--- config.mk ---
export PLATFORM = sky130hd
export DESIGN_NAME = config_port_access_handshake
export DESIGN_NICKNAME = d
export VERILOG_FILES = /design/src/hdl/cfg_port_pkg.sv /design/src/hdl/cfg_word_if.sv /design/src/hdl/cfg_write_slave.sv /design/src/hdl/config_port_access_handshake.sv
export VERILOG_INCLUDE_DIRS = /design/src /design/src/hdl
export SDC_FILE = /design/constraint.sdc
export NUM_CORES = 1
export LEC_CHECK = 0
export BUFFER_PORTS_ARGS = -buffer_cell sky130_fd_sc_hd__buf_2
export CORE_MARGIN = 4
export CORE_UTILIZATION = 35
export DETAILED_ROUTE_END_ITERATION = 8
export GPL_TIMING_DRIVEN = 0
export MAX_ROUTING_LAYER = met4
export RECOVER_POWER = 100
export SLEW_MARGIN = 20
export SYNTH_ARGS = -nofsm -noshare
export SYNTH_HDL_FRONTEND = slang
export SYNTH_SLANG_ARGS = --single-unit
export TNS_END_PERCENT = 1
--- constraint.sdc ---
create_clock -name mclk_i -period 3.6 [get_ports mclk_i]
set_clock_uncertainty 0.05 [all_clocks]
set_input_delay 0.36 -clock mclk_i [delete_from_list [all_inputs] [get_ports mclk_i]]
set_output_delay 0.36 -clock mclk_i [all_outputs]
set_load 0.1 [all_outputs]
--- src/hdl/cfg_port_defines.svh ---
// Constants for the configuration port requester and its write channel
// How it works
// - With the arbitration parameter at zero the request output stays low and grant and release are ignored.
// - With arbitration on, the request output is registered: it rises the cycle after a data word starts waiting for the port and stays low during a yield.
// - On release the block holds back the waiting word until granted again and drops its request.
// - The available, done and error inputs are used only when the newer-family parameter is set.
// - Port data, chip select and read/write select each come from a dedicated flip-flop output.
// - The write channel has a 32-bit address, 32-bit data and a 2-bit response with AXI4-Lite handshakes.
// - Port logic runs on the rising clock edge and has a synchronous reset whose level is a build option.
`ifndef CFG_PORT_DEFINES_SVH
`define CFG_PORT_DEFINES_SVH

`define CFG_ADDR_W        32
`define CFG_DATA_W        32
`define CFG_RESP_W        2
`define CFG_WORD_OFFSET   32'h0000_0000
`define CFG_ADDR_MASK     32'h0000_0ffc
`define CFG_RESP_OKAY     2'h0
`define CFG_RESP_SLVERR   2'h2
`define CFG_DATA_IDLE     32'h0000_0000

`endif

--- src/hdl/cfg_port_pkg.sv ---
// Types shared by the configuration port requester
package cfg_port_pkg;

    typedef enum logic [1:0] {
        ST_IDLE  = 2'b00,
        ST_WAIT  = 2'b01,
        ST_OWN   = 2'b10,
        ST_YIELD = 2'b11
    } port_state_type;

endpackage : cfg_port_pkg

--- src/hdl/cfg_word_if.sv ---
// Word hand-off from the write channel to the port sequencer
`timescale 1ns/10ps
`include "cfg_port_defines.svh"

interface cfg_word_if;
    logic                   valid;
    logic                   ready;
    logic [`CFG_DATA_W-1:0] data;

    modport src (output valid, output data, input ready);
    modport snk (input valid, input data, output ready);
endinterface : cfg_word_if

--- src/hdl/cfg_write_slave.sv ---
// AXI4-Lite write channel that turns each accepted write to the word address into one port word
`timescale 1ns/10ps
`include "cfg_port_defines.svh"

module cfg_write_slave (
    input  wire logic                   mclk_i,
    input  wire logic                   rst_n_i,
    input  wire logic [`CFG_ADDR_W-1:0] awaddr_i,
    input  wire logic                   awvalid_i,
    output logic                        awready_o,
    input  wire logic [`CFG_DATA_W-1:0] wdata_i,
    input  wire logic                   wvalid_i,
    output logic                        wready_o,
    output logic [`CFG_RESP_W-1:0]      bresp_o,
    output logic                        bvalid_o,
    input  wire logic                   bready_i,
    cfg_word_if.src                     word
);

    logic                   aw_held_reg;
    logic                   w_held_reg;
    logic                   addr_ok_reg;
    logic [`CFG_DATA_W-1:0] data_reg;
    logic                   word_valid_reg;
    logic                   bvalid_reg;
    logic [`CFG_RESP_W-1:0] bresp_reg;
    logic                   aw_take;
    logic                   w_take;
    logic                   b_done;
    logic                   launch;
    logic                   awready_reg;
    logic                   wready_reg;

    assign aw_take = awvalid_i && !aw_held_reg;
    assign w_take  = wvalid_i && !w_held_reg;
    assign b_done  = bvalid_reg && bready_i;
    // One transaction at a time: both halves held, nothing outstanding
    assign launch  = aw_held_reg && w_held_reg && !word_valid_reg && !bvalid_reg;

    assign awready_o  = awready_reg;
    assign wready_o   = wready_reg;
    assign bvalid_o   = bvalid_reg;
    assign bresp_o    = bresp_reg;
    assign word.valid = word_valid_reg;
    assign word.data  = data_reg;

    // Ready has its own flop so the pin comes straight from a register
    always_ff @(posedge mclk_i or negedge rst_n_i) begin
        if (!rst_n_i) begin
            aw_held_reg <= 1'b0;
            awready_reg <= 1'b1;
            addr_ok_reg <= 1'b0;
        end else if (aw_take) begin
            aw_held_reg <= 1'b1;
            awready_reg <= 1'b0;
            addr_ok_reg <= ((awaddr_i & `CFG_ADDR_MASK) == `CFG_WORD_OFFSET);
        end else if (b_done) begin
            aw_held_reg <= 1'b0;
            awready_reg <= 1'b1;
        end
    end

    always_ff @(posedge mclk_i or negedge rst_n_i) begin
        if (!rst_n_i) begin
            w_held_reg <= 1'b0;
            wready_reg <= 1'b1;
            data_reg   <= `CFG_DATA_IDLE;
        end else if (w_take) begin
            w_held_reg <= 1'b1;
            wready_reg <= 1'b0;
            data_reg   <= wdata_i;
        end else if (b_done) begin
            w_held_reg <= 1'b0;
            wready_reg <= 1'b1;
        end
    end

    always_ff @(posedge mclk_i or negedge rst_n_i) begin
        if (!rst_n_i) begin
            word_valid_reg <= 1'b0;
        end else if (launch && addr_ok_reg) begin
            word_valid_reg <= 1'b1;
        end else if (word_valid_reg && word.ready) begin
            word_valid_reg <= 1'b0;
        end
    end

    // The response waits for the port, so back-pressure reaches the writer
    always_ff @(posedge mclk_i or negedge rst_n_i) begin
        if (!rst_n_i) begin
            bvalid_reg <= 1'b0;
            bresp_reg  <= `CFG_RESP_OKAY;
        end else if (launch && !addr_ok_reg) begin
            bvalid_reg <= 1'b1;
            bresp_reg  <= `CFG_RESP_SLVERR;
        end else if (word_valid_reg && word.ready) begin
            bvalid_reg <= 1'b1;
            bresp_reg  <= `CFG_RESP_OKAY;
        end else if (b_done) begin
            bvalid_reg <= 1'b0;
        end
    end

endmodule : cfg_write_slave

--- src/hdl/config_port_access_handshake.sv ---
// Requester for the shared configuration access port, with optional arbitration
`timescale 1ns/10ps
`include "cfg_port_defines.svh"

module config_port_access_handshake #(
    parameter bit arbitration_enable_param = 1'b1,
    parameter bit newer_family_param       = 1'b1,
    parameter bit reset_active_high_param  = 1'b1
) (
    input  wire logic                   mclk_i,
    input  wire logic                   rst_n_i,
    input  wire logic                   port_reset_i,
    // Register-bus write channel
    input  wire logic [`CFG_ADDR_W-1:0] s_axi_reg_awaddr_i,
    input  wire logic                   s_axi_reg_awvalid_i,
    output logic                        s_axi_reg_awready_o,
    input  wire logic [`CFG_DATA_W-1:0] s_axi_reg_wdata_i,
    input  wire logic                   s_axi_reg_wvalid_i,
    output logic                        s_axi_reg_wready_o,
    output logic [`CFG_RESP_W-1:0]      s_axi_reg_bresp_o,
    output logic                        s_axi_reg_bvalid_o,
    input  wire logic                   s_axi_reg_bready_i,
    // Configuration port pins
    output logic [`CFG_DATA_W-1:0]      port_data_o,
    output logic                        port_sel_n_o,
    output logic                        port_rdwr_n_o,
    input  wire logic                   port_avail_i,
    input  wire logic                   port_done_i,
    input  wire logic                   port_error_i,
    // Arbiter handshake
    output logic                        port_req_o,
    input  wire logic                   port_gnt_i,
    input  wire logic                   port_rel_i,
    // Status
    input  wire logic                   status_clear_i,
    output logic                        reconfig_done_o,
    output logic                        reconfig_error_o,
    output logic                        port_owned_o
);

    cfg_word_if word ();

    cfg_port_pkg::port_state_type state_reg;
    cfg_port_pkg::port_state_type state_next;

    logic                   sync_rst;
    logic                   gnt_eff;
    logic                   rel_eff;
    logic                   avail_eff;
    logic                   take;
    logic                   req_reg;
    logic                   sel_n_reg;
    logic                   rdwr_n_reg;
    logic [`CFG_DATA_W-1:0] data_reg;
    logic                   done_reg;
    logic                   error_reg;
    logic                   owned_reg;
    logic                   own_next;

    cfg_write_slave u_write (
        .mclk_i    (mclk_i),
        .rst_n_i   (rst_n_i),
        .awaddr_i  (s_axi_reg_awaddr_i),
        .awvalid_i (s_axi_reg_awvalid_i),
        .awready_o (s_axi_reg_awready_o),
        .wdata_i   (s_axi_reg_wdata_i),
        .wvalid_i  (s_axi_reg_wvalid_i),
        .wready_o  (s_axi_reg_wready_o),
        .bresp_o   (s_axi_reg_bresp_o),
        .bvalid_o  (s_axi_reg_bvalid_o),
        .bready_i  (s_axi_reg_bready_i),
        .word      (word)
    );

    assign sync_rst = reset_active_high_param ? port_reset_i : !port_reset_i;

    // Fixed port lists cannot drop pins, so the disabled options ignore them instead
    generate
        if (arbitration_enable_param == 1'b0) begin : g_no_arb
            assign gnt_eff = 1'b1;
            assign rel_eff = 1'b0;
        end else begin : g_arb
            assign gnt_eff = port_gnt_i;
            assign rel_eff = port_rel_i;
        end
        if (newer_family_param == 1'b0) begin : g_old_family
            assign avail_eff = 1'b1;
        end else begin : g_new_family
            assign avail_eff = port_avail_i;
        end
    endgenerate

    // A word goes out only while owned, granted, available and not asked to yield
    assign take       = (state_reg == cfg_port_pkg::ST_OWN) && word.valid &&
                        gnt_eff && avail_eff && !rel_eff;
    assign word.ready = take;

    // YIELD costs one idle cycle so the arbiter always sees the request low
    always_comb begin
        state_next = state_reg;
        unique case (state_reg)
            cfg_port_pkg::ST_IDLE: begin
                if (word.valid) begin
                    state_next = cfg_port_pkg::ST_WAIT;
                end
            end
            cfg_port_pkg::ST_WAIT: begin
                if (gnt_eff) begin
                    state_next = cfg_port_pkg::ST_OWN;
                end
            end
            cfg_port_pkg::ST_OWN: begin
                // Losing grant here only stalls; the arbiter keeps it until the request drops
                if (rel_eff) begin
                    state_next = cfg_port_pkg::ST_YIELD;
                end else if (!word.valid) begin
                    state_next = cfg_port_pkg::ST_IDLE;
                end
            end
            cfg_port_pkg::ST_YIELD: begin
                state_next = cfg_port_pkg::ST_IDLE;
            end
        endcase
    end

    // Ownership as it stands after this edge, shared by the direction and status flops
    assign own_next = (state_next == cfg_port_pkg::ST_OWN) && gnt_eff;

    // The port reset clears the sequencer, port pins and status flags; the write channel keeps its state
    always_ff @(posedge mclk_i or negedge rst_n_i) begin
        if (!rst_n_i) begin
            state_reg <= cfg_port_pkg::ST_IDLE;
        end else if (sync_rst) begin
            state_reg <= cfg_port_pkg::ST_IDLE;
        end else begin
            state_reg <= state_next;
        end
    end

    // Request follows the sequencer so it falls in the cycle after release is seen
    always_ff @(posedge mclk_i or negedge rst_n_i) begin
        if (!rst_n_i) begin
            req_reg <= 1'b0;
        end else if (sync_rst) begin
            req_reg <= 1'b0;
        end else begin
            req_reg <= arbitration_enable_param &&
                       ((state_next == cfg_port_pkg::ST_WAIT) || (state_next == cfg_port_pkg::ST_OWN));
        end
    end

    // Chip select is a one-cycle low pulse for each word taken
    always_ff @(posedge mclk_i or negedge rst_n_i) begin
        if (!rst_n_i) begin
            sel_n_reg <= 1'b1;
        end else if (sync_rst) begin
            sel_n_reg <= 1'b1;
        end else begin
            sel_n_reg <= !take;
        end
    end

    // Data bus is parked at zero when not writing to keep stale words off the port
    always_ff @(posedge mclk_i or negedge rst_n_i) begin
        if (!rst_n_i) begin
            data_reg <= `CFG_DATA_IDLE;
        end else if (sync_rst) begin
            data_reg <= `CFG_DATA_IDLE;
        end else begin
            data_reg <= take ? word.data : `CFG_DATA_IDLE;
        end
    end

    // Write direction is held only while the port belongs to us
    always_ff @(posedge mclk_i or negedge rst_n_i) begin
        if (!rst_n_i) begin
            rdwr_n_reg <= 1'b1;
        end else if (sync_rst) begin
            rdwr_n_reg <= 1'b1;
        end else begin
            rdwr_n_reg <= !own_next;
        end
    end

    // Ownership flag for status, registered like every other pin
    always_ff @(posedge mclk_i or negedge rst_n_i) begin
        if (!rst_n_i) begin
            owned_reg <= 1'b0;
        end else if (sync_rst) begin
            owned_reg <= 1'b0;
        end else begin
            owned_reg <= own_next;
        end
    end

    // Sticky done flag; a new event beats a clear in the same cycle
    always_ff @(posedge mclk_i or negedge rst_n_i) begin
        if (!rst_n_i) begin
            done_reg <= 1'b0;
        end else if (sync_rst) begin
            done_reg <= 1'b0;
        end else begin
            done_reg <= (newer_family_param && port_done_i) || (done_reg && !status_clear_i);
        end
    end

    // Sticky error flag, same precedence as the done flag
    always_ff @(posedge mclk_i or negedge rst_n_i) begin
        if (!rst_n_i) begin
            error_reg <= 1'b0;
        end else if (sync_rst) begin
            error_reg <= 1'b0;
        end else begin
            error_reg <= (newer_family_param && port_error_i) || (error_reg && !status_clear_i);
        end
    end

    assign port_req_o       = req_reg;
    assign port_sel_n_o     = sel_n_reg;
    assign port_data_o      = data_reg;
    assign port_rdwr_n_o    = rdwr_n_reg;
    assign port_owned_o     = owned_reg;
    assign reconfig_done_o  = done_reg;
    assign reconfig_error_o = error_reg;

endmodule : config_port_access_handshake
---- After elaboration in Yosys (flattened, before gate mapping) ----
Cells that the tools add are included.
Widths: inputs -> output; s select.
operators by class
  equality and inequality tests ........... 5
  mux-type cells .......................... 26
  reductions and logical operators ........ 35
operators by type and width
  kind                count
  $mux 32             2
  $logic_not 32->1    1
  $logic_and 1x1->1   16
  $mux 1              16
  $mux 2              7
  $logic_not 1->1     9
  $pmux 2 s4          1
  $reduce_bool 2->1   4
  $eq 2x2->1 const B  3
  $eq 2x1->1 const B  2
  $logic_or 1x1->1    3
  $reduce_bool 3->1   1
  $logic_not 2->1     1
word-level totals
  flip-flop bits (word level) ............. 81
  bits of input ports ..................... 76
  output and inout bits ................... 43
  word-level logic and storage cells ...... 83

---- Logic depth before layout (Yosys ltp) ----
  word-level depth ........................ 8
  gate-level depth with buffers ........... 5
  mapped depth without buffers ............ 5

---- Modules after synthesis ----
Synthesis repeated with hierarchy kept, for this count alone.
second synthesis, totals
  cell total of the unflattened synthesis .. 203
  area, all modules ....................... 3080.5 µm²
modules (own cells, without submodules)
  module                        times used  cells each  area each (µm²)  seq. area each (µm²)
  cfg_write_slave               1           104         1696.6           1003.5
  config_port_access_handshake  1           99          1383.8           1003.5

---- Worst setup path before layout ----
OpenSTA, ideal clock, no wires.
  kind .................................... register to register
  start point ............................. register u_write.bvalid_reg (netlist: u_write.bvalid_o)
  end point ............................... register u_write.word_valid_reg (netlist: u_write.word.valid)
  setup time .............................. 118 ps
  arrival ................................. 1396 ps
  slack ................................... 2036 ps
  cell stages (with the launch flop) ...... 4
  buffers on the path ..................... 0
  cells stage by stage .................... dfrtp_1 -> nand3b_1 -> nor3b_1 -> a21o_1
between the ends
  longest elaborated chain between the ends .. 4
  elaborated cells between the ends (all ways) .. 5
  classes of those cells .................. 1 x mux; 4 x reduce/logical
RTL lines
  item                                         line                   text
  from (decl)                                  cfg_write_slave.sv:25  logic bvalid_reg;
  from (signal assigned)                       cfg_write_slave.sv:91  bvalid_reg <= 1'b0;
  from (signal assigned)                       cfg_write_slave.sv:94  bvalid_reg <= 1'b1;
  from (signal assigned)                       cfg_write_slave.sv:97  bvalid_reg <= 1'b1;
  $logic_not 1->1 (*)                          cfg_write_slave.sv:38  assign launch = aw_held_reg && w_held_reg && !word_valid_reg && !bvalid_reg;
  $logic_and 1x1->1 (*)                        cfg_write_slave.sv:38
  $logic_and 1x1->1 (*)                        cfg_write_slave.sv:81  end else if (launch && addr_ok_reg) begin
  $mux 1 or $reduce_bool 2->1 (tied branches)  --
  to (signal assigned)                         cfg_write_slave.sv:80  word_valid_reg <= 1'b0;
  to (signal assigned)                         cfg_write_slave.sv:82  word_valid_reg <= 1'b1;
  to (signal assigned)                         cfg_write_slave.sv:84  word_valid_reg <= 1'b0;
  to (decl)                                    cfg_write_slave.sv:24  logic word_valid_reg;
Mark *: on every way between the ends. The rest lies on a longest branch, timed or not.
A chain may end at the register's enable or synchronous reset.

---- Worst setup path in the final report ----
  start point ............................. register u_write.awready_reg (netlist: u_write.awready_o)
  end point ............................... output s_axi_reg_awready_o
RTL lines
  item                    line                                text
  from (decl)             cfg_write_slave.sv:31               logic awready_reg;
  from (signal assigned)  cfg_write_slave.sv:51               awready_reg <= 1'b1;
  from (signal assigned)  cfg_write_slave.sv:55               awready_reg <= 1'b0;
  from (signal assigned)  cfg_write_slave.sv:59               awready_reg <= 1'b1;
  to (decl)               config_port_access_handshake.sv:16  output logic s_axi_reg_awready_o,
No word-level cell between the ends.

==> impl_metrics.env <==
export IMPL_outcome="finished clean"
export IMPL_timing_setup_critical_path_class="reg2out"
export IMPL_power_density_nw_per_um2=666
export IMPL_report_power_total_mw=2.47
export IMPL_min_path_type="in2reg"
export IMPL_timing_critical_path_max_delay_family="buffers and inverters"
export IMPL_drv_cap=0
export IMPL_synth_edff_count=0
export IMPL_initial_standard_cell_utilization_of_the_core=0.359
export IMPL_gp_routability_congestion=0.766
export IMPL_synth_cell_types=32
export IMPL_floorplan_io_pins=119
export IMPL_chipHeight_um=99.5
export IMPL_ys_async_sr_fraction=1.00
export IMPL_dr_total_vias=1844
export IMPL_place_inst=400
export IMPL_grt_start_max_net_pins=42
export IMPL_post_synth_top_area_cell="sky130_fd_sc_hd__dfrtp_1"
export IMPL_clk_pin_slew_ps=80
export IMPL_cts_h_tree_depth=3
export IMPL_setup_viol_count_final=0
export IMPL_num_nets_final=384
export IMPL_global_routing_usage_summed_across_all_routing_layers=0.124
export IMPL_relSlewSlack=0.192
export IMPL_fp_coreArea_um2=8180
export IMPL_critical_path_capture_point_type="output port"
export IMPL_multiInputGateArea_um2=836
export IMPL_post_route_min_period_ps=2150
export IMPL_cts_setup_buffers=0
export IMPL_antenna_violating_nets_post_route=0
export IMPL_leakagePower_nw=1.75
export IMPL_critical_path_slowest_cell="sky130_fd_sc_hd__clkbuf_1"
export IMPL_power_ir_vdd_worst_v=0.000306
export IMPL_detail_route_vias_per_cell=4.42
export IMPL_die_area_um2=9900
export IMPL_ctsRootBufferMaster="sky130_fd_sc_hd__clkbuf_8"
export IMPL_hpwl_um=4090
export IMPL_synth_largest_type_area_fraction=0.649
export IMPL_worst_path_buf_inv=1
export IMPL_synth_common_cells="76 x sky130_fd_sc_hd__dfrtp_1, 32 x sky130_fd_sc_hd__mux2_2, 20 x sky130_fd_sc_hd__and2_1"
export IMPL_slew_viol_final=0
export IMPL_sequential_cell_area_in_the_final_layout_um2=2010
export IMPL_dr_first_iter_drc_count=23
export IMPL_fraction_of_layout_instances_using_a_drive_strength_above_1=0.388
export IMPL_cts_tree="yes"
export IMPL_tritoncts_num_buffers=9
export IMPL_rsz_0062_raised_after_global_routing="no"
export IMPL_synthesis_area_um2=2930
export IMPL_wl_per_cell_um=13.5
export IMPL_grt_residual_overflow=0
export IMPL_clk_buf_depth=2
export IMPL_number_of_antenna_repair_diodes=0
export IMPL_worst_ep_required_time_ps=3190
export IMPL_clk_insertion_delay_late_ps=340
export IMPL_share_of_the_yosys_chip_area_belonging_to_registers=0.685
export IMPL_timing_critical_path_arrival_ps=1740
export IMPL_fillers=813
export IMPL_vias_in_the_first_global_route=1811
export IMPL_post_route_period_util=0.598
export IMPL_synth_top_cells_by_area="sky130_fd_sc_hd__dfrtp_1 65%, sky130_fd_sc_hd__mux2_2 12%, sky130_fd_sc_hd__and2_1 4.3%"
export IMPL_worstPathCellList="clkbuf_1"
export IMPL_cts_sinks=80
export IMPL_detailedRoute_firstPassIterationCount=4
export IMPL_critPathMaxFanout=2
export IMPL_grt_antenna_before_repair=0
export IMPL_fp_dieW_um=99.5
export IMPL_grt_pass1_wl_um=9150
export IMPL_synth_warnings=0
export IMPL_synth_fp_nets=276
export IMPL_routed_wirelength_um=5640
export IMPL_synth_avg_cell_area_um2=14.7
export IMPL_critPathLaunchType="flip-flop"
export IMPL_yosys_register_bits=80
export IMPL_post_synth_top_count_cell="sky130_fd_sc_hd__dfrtp_1"
export IMPL_timing_fmax_mhz=465
export IMPL_post_layout_nonfiller_instances=417
export IMPL_critPathMaxStageDelay_ps=860
export IMPL_portBuffers=95
export IMPL_timing_setup_tns_ps=0
export IMPL_synthFlopType="sky130_fd_sc_hd__dfrtp_1"
export IMPL_hold_violation_total_from_the_final_report=0
export IMPL_worst_hold_slack_ps=133
export IMPL_rows=33
export IMPL_worst_margin_pin_slew_ps=1220
export IMPL_synth_cells=199
export IMPL_route_detailed_drc=0
export IMPL_layout_area_overhead_vs_synth_pct=26.5
==> stage by stage <==
stage | area [um^2] | utilization | setup slack, ps
6_report | 3710 | 0.453 | 1450
5_1_grt | 3710 | 0.453 | 1400
4_1_cts | 3800 | 0.464 | 1870
3_5_place_dp | 3560 | 0.436 | 1990
3_3_place_gp | 3540 | 0.433 | 1510
2_1_floorplan | 2930 | - | 2040
==> kinds of logic (layout without fill, tap and decap cells) <==
family | after synthesis | after routing | share of synthesized area
AO/OA/AOI/OAI | 13 | 13 | 0.0282
adder cells (fa/ha/maj) | 1 | 1 | 0.00427
buffers and inverters | 13 | 126 | 0.0290
flip-flops | 80 | 80 | 0.685
multiplexers | 33 | 33 | 0.126
other | 1 | 1 | 0.00128
AND/OR/NAND/NOR | 58 | 58 | 0.126
==> routing by layer <==
| layer | track usage | vias to the layer above | part of all wire |
|---|---|---|---|
| li1 | - | 881 | - |
| met1 | 0.150 | 908 | 0.43 |
| met2 | 0.191 | 47 | 0.49 |
| met3 | 0.0351 | 8 | 0.056 |
| met4 | 0.0599 | 0 | 0.020 |
| met5 | - | - | 0 |
==> area by class of cell <==
cell class / count / area share
flip-flops and latches: 80 / 0.541
multi-input cells: 106 / 0.225
repair buffers: 97 / 0.123
clock buffers: 13 / 0.0483
well taps: 105 / 0.0354
clock inverters: 3 / 0.0125
plain buffers: 8 / 0.00911
inverters: 5 / 0.00506
==> worst register-to-register path, cell delays in order (launching register included) <==
cell	delay (ps)
sky130_fd_sc_hd__dfrtp_1	410
sky130_fd_sc_hd__nor2b_1	110
sky130_fd_sc_hd__clkbuf_1	260
sky130_fd_sc_hd__clkbuf_1	540
sky130_fd_sc_hd__mux2_2	400
==> path summary, 6_finish.rpt <==
kind | start | endpoint | slack [ps] | depth (start not counted)
setup reg to reg | u_write.w_held_reg$_DFFE_PN0P_ | u_write.word.data[2]$_DFFE_PN0P_ | 1700 | 4
min in group asynchronous | rst_n_i | u_write.word.data[5]$_DFFE_PN0P_ | 480 | 2
hold / removal | s_axi_reg_awvalid_i | u_write.awready_o$_DFFE_PN1P_ | 130 | 2
setup / recovery | u_write.awready_o$_DFFE_PN1P_ | s_axi_reg_awready_o | 1450 | 1
max in group asynchronous | rst_n_i | port_sel_n_o$_DFF_PN1_ | 2370 | 3
hold reg to reg | u_write.word.data[20]$_DFFE_PN0P_ | port_data_o[20]$_DFF_PN0_ | 430 | 1
==> timing repair <==
action                                 in CTS  in global routing
endpoints found under the hold margin      37                  0
hold buffers                                1                  0
resized for setup                           0                  0
==> power breakdown <==
group	switching, mW	total (mW)	internal, mW
clock	0.318	0.717	0.399
combinational	0.293	0.528	0.235
sequential	0.103	1.22	1.12
==> placed cells by master, fill, tap and decap left out <==
master / synthesis / layout
sky130_fd_sc_hd__a21o_1: 2 / 2
sky130_fd_sc_hd__a21oi_1: 5 / 5
sky130_fd_sc_hd__a31oi_1: 2 / 2
sky130_fd_sc_hd__and2_0: 0 / 12
sky130_fd_sc_hd__and2_1: 20 / 8
sky130_fd_sc_hd__and2_2: 12 / 12
sky130_fd_sc_hd__and4b_1: 0 / 1
sky130_fd_sc_hd__and4bb_1: 1 / 1
sky130_fd_sc_hd__buf_12: 0 / 1
sky130_fd_sc_hd__buf_2: 2 / 52
sky130_fd_sc_hd__buf_4: 3 / 2
sky130_fd_sc_hd__bufinv_16: 0 / 1
sky130_fd_sc_hd__clkbuf_1: 0 / 49
sky130_fd_sc_hd__clkbuf_8: 0 / 13
sky130_fd_sc_hd__clkinvlp_4: 0 / 1
sky130_fd_sc_hd__conb_1: 1 / 1
sky130_fd_sc_hd__dfrtp_1: 76 / 76
sky130_fd_sc_hd__dfstp_2: 4 / 4
sky130_fd_sc_hd__dlygate4sd3_1: 0 / 1
sky130_fd_sc_hd__ha_1: 1 / 1
sky130_fd_sc_hd__inv_1: 5 / 5
sky130_fd_sc_hd__inv_6: 0 / 1
sky130_fd_sc_hd__mux2_2: 32 / 32
sky130_fd_sc_hd__mux2i_1: 1 / 1
sky130_fd_sc_hd__nand2_1: 1 / 1
sky130_fd_sc_hd__nand2b_1: 2 / 2
sky130_fd_sc_hd__nand3_1: 2 / 2
sky130_fd_sc_hd__nand3b_1: 2 / 2
sky130_fd_sc_hd__nor2_1: 9 / 9
sky130_fd_sc_hd__nor2b_1: 2 / 2
sky130_fd_sc_hd__nor3_1: 1 / 1
sky130_fd_sc_hd__nor3b_1: 1 / 1
sky130_fd_sc_hd__nor4_1: 2 / 2
sky130_fd_sc_hd__o21ai_0: 1 / 1
sky130_fd_sc_hd__o22a_2: 1 / 1
sky130_fd_sc_hd__o22ai_1: 1 / 1
sky130_fd_sc_hd__o311ai_0: 1 / 1
sky130_fd_sc_hd__or2b_1: 1 / 1
sky130_fd_sc_hd__or2b_2: 1 / 1
Power figures use the tool's default switching activity.
